[config.mk]
export PLATFORM = sky130hd
export DESIGN_NAME = rsse_exec
export DESIGN_NICKNAME = d
export VERILOG_FILES = /design/src/rsse_pkg.sv /design/src/rsse_exec.sv
export VERILOG_INCLUDE_DIRS = /design/src
export SDC_FILE = /design/constraint.sdc
export NUM_CORES = 1
export LEC_CHECK = 0
export BUFFER_PORTS_ARGS = -buffer_cell sky130_fd_sc_hd__buf_2
export CAP_MARGIN = 15
export CORE_MARGIN = 2
export CORE_UTILIZATION = 55
export CTS_BUF_LIST = sky130_fd_sc_hd__clkbuf_4 sky130_fd_sc_hd__clkbuf_8
export DETAILED_ROUTE_END_ITERATION = 10
export GPL_TIMING_DRIVEN = 0
export PLACE_DENSITY = 0.88
export SLEW_MARGIN = 20
export SYNTH_ARGS = -nofsm -noshare
export SYNTH_HDL_FRONTEND = slang
export SYNTH_SLANG_ARGS = --single-unit
[constraint.sdc]
create_clock -name clk_sys_in -period 4.25 [get_ports clk_sys_in]
set_input_delay 0 -clock clk_sys_in [delete_from_list [all_inputs] [get_ports clk_sys_in]]
set_output_delay 0 -clock clk_sys_in [all_outputs]
set_load 0.02 [all_outputs]
[src/rsse_defs.svh]
// Offsets, field positions, reset values and opcodes of the execute block
`ifndef RSSE_DEFS_SVH
`define RSSE_DEFS_SVH
`define RSSE_ADDR_W         4
`define RSSE_OFS_WORK       4'h0
`define RSSE_OFS_STATUS     4'h4
`define RSSE_OFS_WATCHDOG   4'h8
`define RSSE_OFS_CONTROL    4'hC
`define RSSE_ST_C           0
`define RSSE_ST_DC          1
`define RSSE_ST_Z           2
`define RSSE_ST_PD          3
`define RSSE_ST_TO          4
`define RSSE_CTRL_WAKE      0
`define RSSE_STATUS_RST     5'h18
`define RSSE_WORK_RST       8'h00
`define RSSE_WDT_CLR        8'h00
`define RSSE_PRE_CLR        8'h00
`define RSSE_OPC_ROTATE     6'h0C
`define RSSE_OPC_SUBTRACT   6'h02
`define RSSE_OPC_SLEEP      12'h003
`endif

[src/rsse_pkg.sv]
// Types shared by the execute block
package rsse_pkg;
  typedef struct packed {
    logic timeout_status_bit;
    logic powerdown_status_bit;
    logic zero_flag;
    logic digit_carry_flag;
    logic carry_flag;
  } rsse_status_t;

  typedef struct packed {
    logic       we;
    logic [4:0] addr;
    logic [7:0] data;
  } rsse_file_wr_t;

  typedef enum logic [0:0] {
    RSSE_RUN   = 1'b0,
    RSSE_SLEEP = 1'b1
  } rsse_state_t;
endpackage : rsse_pkg

[src/rsse_exec.sv]
// Execute logic for rotate right through carry, sleep and subtract work from file
//
// What this block does
// - Rotate right shifts operand one place; old carry to bit 7, bit 0 to carry.
// - Rotate decoded from 0011 00df ffff; d picks destination, low five bits file.
// - Rotate result goes to working register when d is 0, file when 1.
// - Subtract 0000 10df ffff computes file minus work, updates carry, digit carry, zero.
// - After sleep the oscillator halts and the block stays asleep until a bus write sets bit 0 of the control register.
// - Two's complement subtraction, work as subtrahend, d selects work or file.
//
// The placing of the registers and the Avalon-MM register port are this design's own decisions.
`timescale 1ns/1ps
`include "rsse_defs.svh"

module rsse_exec (
  input  wire logic                   clk_sys_in,
  input  wire logic                   rst_in,
  input  wire logic                   instr_valid_in,
  input  wire logic [11:0]            instr_in,
  input  wire logic [7:0]             file_data_in,
  output rsse_pkg::rsse_file_wr_t     file_wr_out,
  output rsse_pkg::rsse_status_t      status_out,
  output logic                        sleep_out,
  input  wire logic [`RSSE_ADDR_W-1:0] avs_address_in,
  input  wire logic                   avs_read_in,
  input  wire logic                   avs_write_in,
  input  wire logic [31:0]            avs_writedata_in,
  output logic [31:0]                 avs_readdata_out,
  output logic                        avs_waitrequest_out
);
  rsse_pkg::rsse_state_t   state_q;
  rsse_pkg::rsse_state_t   state_d;
  rsse_pkg::rsse_status_t  status_q;
  rsse_pkg::rsse_status_t  status_d;
  rsse_pkg::rsse_file_wr_t file_wr_d;
  logic [7:0]              work_q;
  logic [7:0]              work_d;
  logic [7:0]              wdt_cnt_q;
  logic [7:0]              wdt_pre_q;
  logic                    wait_q;
  logic [31:0]             rdata_q;

  // Bus access completes on the second edge; one wait cycle keeps readdata registered
  wire bus_req    = avs_read_in | avs_write_in;
  wire bus_done   = bus_req & ~wait_q;
  wire bus_wr     = avs_write_in & ~wait_q;
  wire wr_work    = bus_wr & (avs_address_in == `RSSE_OFS_WORK);
  wire wr_status  = bus_wr & (avs_address_in == `RSSE_OFS_STATUS);
  wire wr_wake    = bus_wr & (avs_address_in == `RSSE_OFS_CONTROL) & avs_writedata_in[`RSSE_CTRL_WAKE];

  wire [31:0] rd_mux =
    (avs_address_in == `RSSE_OFS_WORK)     ? {24'h000000, work_q} :
    (avs_address_in == `RSSE_OFS_STATUS)   ? {27'h0000000, status_q} :
    (avs_address_in == `RSSE_OFS_WATCHDOG) ? {16'h0000, wdt_pre_q, wdt_cnt_q} :
    (avs_address_in == `RSSE_OFS_CONTROL)  ? {31'h00000000, state_q == rsse_pkg::RSSE_SLEEP} :
    32'h00000000;

  // Instructions offered while asleep are ignored: the fetch clock is stopped
  wire running  = (state_q == rsse_pkg::RSSE_RUN);
  wire take     = instr_valid_in & running;
  wire is_rot   = take & (instr_in[11:6] == `RSSE_OPC_ROTATE);
  wire is_sub   = take & (instr_in[11:6] == `RSSE_OPC_SUBTRACT);
  wire is_slp   = take & (instr_in == `RSSE_OPC_SLEEP);
  wire dest_f   = instr_in[5];

  wire [7:0] rot_res  = {status_q.carry_flag, file_data_in[7:1]};
  wire [8:0] sub_full = {1'b0, file_data_in} + {1'b0, ~work_q} + 9'h001;
  wire [4:0] sub_nib  = {1'b0, file_data_in[3:0]} + {1'b0, ~work_q[3:0]} + 5'h01;
  wire [7:0] sub_res  = sub_full[7:0];
  wire [7:0] result   = is_rot ? rot_res : sub_res;
  wire       exec     = is_rot | is_sub;

  always_comb
  begin
    work_d = work_q;
    if (wr_work)
      work_d = avs_writedata_in[7:0];
    if (exec & ~dest_f)
      work_d = result;
  end

  always_comb
  begin
    file_wr_d.we   = exec & dest_f;
    file_wr_d.addr = instr_in[4:0];
    file_wr_d.data = result;
  end

  // Software may write only the arithmetic flags; the instruction wins a same-cycle clash
  always_comb
  begin
    status_d = status_q;
    if (wr_status)
    begin
      status_d.carry_flag       = avs_writedata_in[`RSSE_ST_C];
      status_d.digit_carry_flag = avs_writedata_in[`RSSE_ST_DC];
      status_d.zero_flag        = avs_writedata_in[`RSSE_ST_Z];
    end
    if (is_rot)
      status_d.carry_flag = file_data_in[0];
    if (is_sub)
    begin
      status_d.carry_flag       = sub_full[8];
      status_d.digit_carry_flag = sub_nib[4];
      status_d.zero_flag        = (sub_res == 8'h00);
    end
    if (is_slp)
    begin
      status_d.timeout_status_bit   = 1'b1;
      status_d.powerdown_status_bit = 1'b0;
    end
  end

  always_comb
  begin
    state_d = state_q;
    if (is_slp)
      state_d = rsse_pkg::RSSE_SLEEP;
    else if (wr_wake)
      state_d = rsse_pkg::RSSE_RUN;
  end

  always_ff @(posedge clk_sys_in)
  begin
    if (rst_in)
    begin
      state_q     <= rsse_pkg::RSSE_RUN;
      status_q    <= `RSSE_STATUS_RST;
      work_q      <= `RSSE_WORK_RST;
      file_wr_out <= '0;
    end
    else
    begin
      state_q     <= state_d;
      status_q    <= status_d;
      work_q      <= work_d;
      file_wr_out <= file_wr_d;
    end
  end

  // Watchdog keeps counting in sleep, as it has its own oscillator
  always_ff @(posedge clk_sys_in)
  begin
    if (rst_in | is_slp)
    begin
      wdt_pre_q <= `RSSE_PRE_CLR;
      wdt_cnt_q <= `RSSE_WDT_CLR;
    end
    else
    begin
      wdt_pre_q <= wdt_pre_q + 8'h01;
      wdt_cnt_q <= wdt_cnt_q + {7'h00, wdt_pre_q == 8'hFF};
    end
  end

  always_ff @(posedge clk_sys_in)
  begin
    if (rst_in)
    begin
      wait_q  <= 1'b1;
      rdata_q <= 32'h00000000;
    end
    else
    begin
      wait_q  <= ~(bus_req & wait_q);
      rdata_q <= rd_mux;
    end
  end

  assign avs_readdata_out    = rdata_q;
  assign avs_waitrequest_out = wait_q;
  assign status_out          = status_q;
  assign sleep_out           = (state_q == rsse_pkg::RSSE_SLEEP);

  a_rot_work_value: assert property (@(posedge clk_sys_in) disable iff (rst_in)
    (is_rot & ~dest_f) |=> (work_q == {$past(status_q.carry_flag), $past(file_data_in[7:1])}) && !file_wr_out.we)
    else $error("rotate result in work register wrong");
  a_rot_carry_out: assert property (@(posedge clk_sys_in) disable iff (rst_in)
    is_rot |=> status_q.carry_flag == $past(file_data_in[0]))
    else $error("rotate carry wrong");
  a_file_wr_decode: assert property (@(posedge clk_sys_in) disable iff (rst_in)
    file_wr_out.we |-> $past(instr_in[5]) && file_wr_out.addr == $past(instr_in[4:0])
      && ($past(instr_in[11:6]) == 6'h0C || $past(instr_in[11:6]) == 6'h02))
    else $error("file write without matching instruction");
  a_rot_file_dest: assert property (@(posedge clk_sys_in) disable iff (rst_in)
    (is_rot & dest_f & ~wr_work) |=> file_wr_out.we && file_wr_out.data == {$past(status_q.carry_flag),
      $past(file_data_in[7:1])} && work_q == $past(work_q))
    else $error("rotate to file wrong");
  a_sleep_clears: assert property (@(posedge clk_sys_in) disable iff (rst_in)
    is_slp |=> wdt_cnt_q == 8'h00 && wdt_pre_q == 8'h00 && status_q.timeout_status_bit
      && !status_q.powerdown_status_bit)
    else $error("sleep did not clear watchdog or set status");
  a_sub_result: assert property (@(posedge clk_sys_in) disable iff (rst_in)
    (is_sub & dest_f) |=> file_wr_out.we && file_wr_out.data == 8'($past(file_data_in) - $past(work_q))
      && status_q.carry_flag == ($past(file_data_in) >= $past(work_q)))
    else $error("subtract result or carry wrong");
  a_sub_flags: assert property (@(posedge clk_sys_in) disable iff (rst_in)
    is_sub |=> status_q.zero_flag == ($past(file_data_in) == $past(work_q))
      && status_q.digit_carry_flag == ($past(file_data_in[3:0]) >= $past(work_q[3:0])))
    else $error("subtract zero or digit carry wrong");
  a_sleep_holds: assert property (@(posedge clk_sys_in) disable iff (rst_in)
    (is_slp ##1 !wr_wake) |=> sleep_out && !file_wr_out.we)
    else $error("sleep not held or instruction executed");
  a_rot_flags_kept: assert property (@(posedge clk_sys_in) disable iff (rst_in)
    (is_rot & ~wr_status) |=> status_q[4:1] == $past(status_q[4:1]))
    else $error("rotate changed a flag other than carry");
  a_bus_one_wait: assert property (@(posedge clk_sys_in) disable iff (rst_in)
    (bus_req & wait_q) |=> !avs_waitrequest_out ##1 avs_waitrequest_out)
    else $error("bus answer timing wrong");
  a_sub_work_dest: assert property (@(posedge clk_sys_in) disable iff (rst_in)
    (is_sub & ~dest_f) |=> work_q == 8'($past(file_data_in) - $past(work_q)) && !file_wr_out.we)
    else $error("subtract result in work register wrong");
  a_asleep_ignored: assert property (@(posedge clk_sys_in) disable iff (rst_in)
    (instr_valid_in & ~running & ~bus_wr) |=> !file_wr_out.we && work_q == $past(work_q)
      && status_q == $past(status_q))
    else $error("instruction executed while asleep");
  a_wake_resumes: assert property (@(posedge clk_sys_in) disable iff (rst_in)
    (wr_wake & ~is_slp) |=> !sleep_out)
    else $error("wake write did not resume");
  a_bus_work_write: assert property (@(posedge clk_sys_in) disable iff (rst_in)
    (wr_work & ~(exec & ~dest_f)) |=> work_q == $past(avs_writedata_in[7:0]))
    else $error("work register write lost");
  a_bus_status_write: assert property (@(posedge clk_sys_in) disable iff (rst_in)
    (wr_status & ~is_rot & ~is_sub) |=> status_q[2:0] == $past(avs_writedata_in[2:0]))
    else $error("status flag write lost");
endmodule : rsse_exec

==> metrics <==
outcome completed; fin nets about 500; Met3 Wirelength about 600 µm; GR Overflow Total 0; Synth Area in Compound Gates about 14%; Main synth FF type dfxtp_1; Layout area overhead 26.4%; CP Class register to register; GRT Util Overall 25.2%; Leak Pwr 1.74 nW; most frequent cells in the layout buf_2 (71), dfxtp_1 (60), nor2_1 (35); dpl ws about 2200 ps; DR WL met2 between 3 and 4 mm; DRT met1 WL around 3.2 mm; die height slightly below 80 µm; initial core utilization between 50 and 60%; delay of the slowest critical-path stage a little over 400 ps; Synth Area in XOR/XNOR 4.13%; TritonCTS clock tree done; Top Ports between 100 and 150; Setup crit end kind register; Setup Buffers After CTS 0; final hold violations 0; clock sink count 60; crit-path most repeated cell o31a_1; worst skew pair latency approximately 350 ps; Hold WS 12.3 ps; cells after synthesis between 300 and 400; pin count of the biggest net entering global routing 13; WP buf/inv 0; num rows 26; cts bufs inserted 9; CP max-delay cell fa_1; worst hold path class input port to register; Critical Path Fanout Max 4; final setup TNS 0 ps; share of cells above drive strength 1 slightly below 30%; DRT Pass-1 Iters 5; Tcrit/Tclk final between 40% and 50%; delay-heaviest family, CP compound AO/OA/AOI/OAI gates; Post-CTS Resized 0; largest family of logic cells by synthesized area simple AND/OR/NAND/NOR gates; routability cong. between 0.8 and 0.9; worst path cell trace ha_1 -> fa_1 -> nor2b_1 -> o31a_1 -> o31a_1 -> nor2_1 -> o41ai_1; Slew HR between 50% and 60%; Die Area 6000 µm²; H-tree depth 3; Via density approximately 5.3; Slew Viols, Final 0; ys async rst share 0%; mux cell area share after synthesis around 6.6%; clk buf depth 2; total of warnings raised by yosys 0; vias in the first global route 2466; post-synthesis sequential area ratio between 40% and 50%; Die X ~77 µm; max-cap viol count 0; Post-Synth Simple-Gate Area between 20% and 30%; Power Dens Cells between 300 and 400 nW/µm²; #FFs+latches synth 60; Total Wirelength ~7.3 mm; Netlist cell types 57; clock slew at reported path FFs around 70 ps; core footprint 5170 µm²; number of synthesized flops with an enable pin 0; WP data required 4500 ps; synthesized cell area 2970 µm²; crit start category register; Final Total Pwr roughly 1.3 mW; HPWL Detailed 5.35 mm; RSZ-0062 raised after global routing false; Clock Skew approximately 13 ps; first-pass GRT wire length about 12 mm; Iter 0 DRT Violations about 190; Setup WS post-layout about 2200 ps; post-layout util between 70% and 80%; Synth Area per Inst between 9 and 10 µm²; Final Setup Violations 0; Worst Max-Slew Pin Slew slightly above 600 ps; Adder-Cell Fraction of Synth Area under 10%; via count ~2700; Remaining DRCs 0; DR top layer met4; min Tclk post-route ~2100 ps; Max Fclk between 400 and 500 MHz; commonest non-fill, non-tap cell in the layout buf_2; initial antenna violation count 0; WL per Instance ~15 µm; CP Data Arrival Time around 2300 ps; PortBufs 70; # diodes 0; hold-fix buffers at CTS 9; Fill cells between 300 and 400; Max VDD drop ~0.24 mV; Routed Antenna Nets 0; Root Driver clkbuf_8
[report_power, final]
| part | switching (mW) | internal (mW) | leakage [nW] |
|---|---|---|---|
| sequential | 0.00675 | 0.576 | 0.488 |
| clock | 0.239 | 0.273 | 0.104 |
| combinational | 0.100 | 0.0729 | 1.14 |
| total | 0.346 | 0.922 | 1.74 |
[kinds of logic after synthesis]
logic type                 after synthesis
AOI/OAI and AO/OA                       56
xor gates and xnor gates                14
adders and majority gates               12
buffers and inverters                   41
DFF                                     60
muxes                                   17
other                                    2
and+or+nand+nor                        119
[registers in the layout (all words and copies together), names as in the netlist]
register and cells:
sleep_out 1, avs_readdata_out 16, file_wr_out 14, wdt_pre_q 8
avs_waitrequest_out 1, wdt_cnt_q 8, work_q 8, status_out 4
[worst reg2reg max path: stages (launching register included)]
cell	delay [ps]
dfxtp_1	350
ha_1	230
fa_1	410
nor2b_1	160
o31a_1	220
o31a_1	200
nor2_1	80
o41ai_1	340
[layer usage]
metal / vias to the layer above / GRT usage [%]
met5: - / 0
met4: 0 / 9.82
met3: 16 / 6.63
met2: 130 / 40.3
met1: 1210 / 32.6
li1: 1308 / -
[stage by stage]
stage          area, µm²  cells
3_5_place_dp        3460    476
3_3_place_gp        3460    476
2_1_floorplan       3030    336
5_1_grt             3750    501
4_1_cts             3750    501
6_report            3750    501
[area by class of cell]
type	instances	area, µm²	share of cell area, %
plain buffers	27	185	4.93
flip-flops and latches	60	1200	32.0
well taps	70	87.6	2.33
clock inverters	7	75.1	2.00
clock buffers	9	124	3.30
multi-input cells	235	1590	42.3
inverters	14	52.6	1.40
repair buffers	79	440	11.7
[Yosys cell counts (all sizes together) (2+ instances only)]
master	number	area share [%]
nor3b	4	1.0
nand3	9	1.5
o211ai	3	0.76
mux2	10	3.8
or3	3	0.63
ha	11	4.6
inv	14	1.8
and2	10	2.1
o31a	5	1.5
and3	9	1.9
a21oi	8	2.0
dfxtp	60	40
clkbuf	5	0.63
or2	3	0.63
nor3	7	1.2
xnor2	7	2.1
xor2	7	2.1
o211a	2	0.67
mux2i	6	2.0
nand4b	2	0.59
nor2b	10	2.1
o22ai	3	0.63
nor2	35	4.4
buf	22	5.6
nand2	17	2.1
a211oi	10	2.9
o21a	4	1.0
nor4	2	0.42
o21ai	12	2.3
conb	2	0.25
[worst paths after layout]
path                                       end  depth (start not counted)  slack [ps]            start
worst max-delay path             status_out[2]                          7        2170        work_q[0]
worst min-delay path            file_wr_out[1]                          3          10  file_data_in[2]
worst max register to register   status_out[2]                          7        2170        work_q[0]
worst min register to register   status_out[3]                          2         470    status_out[3]
Note: power is estimated with default switching activity, not from simulation.
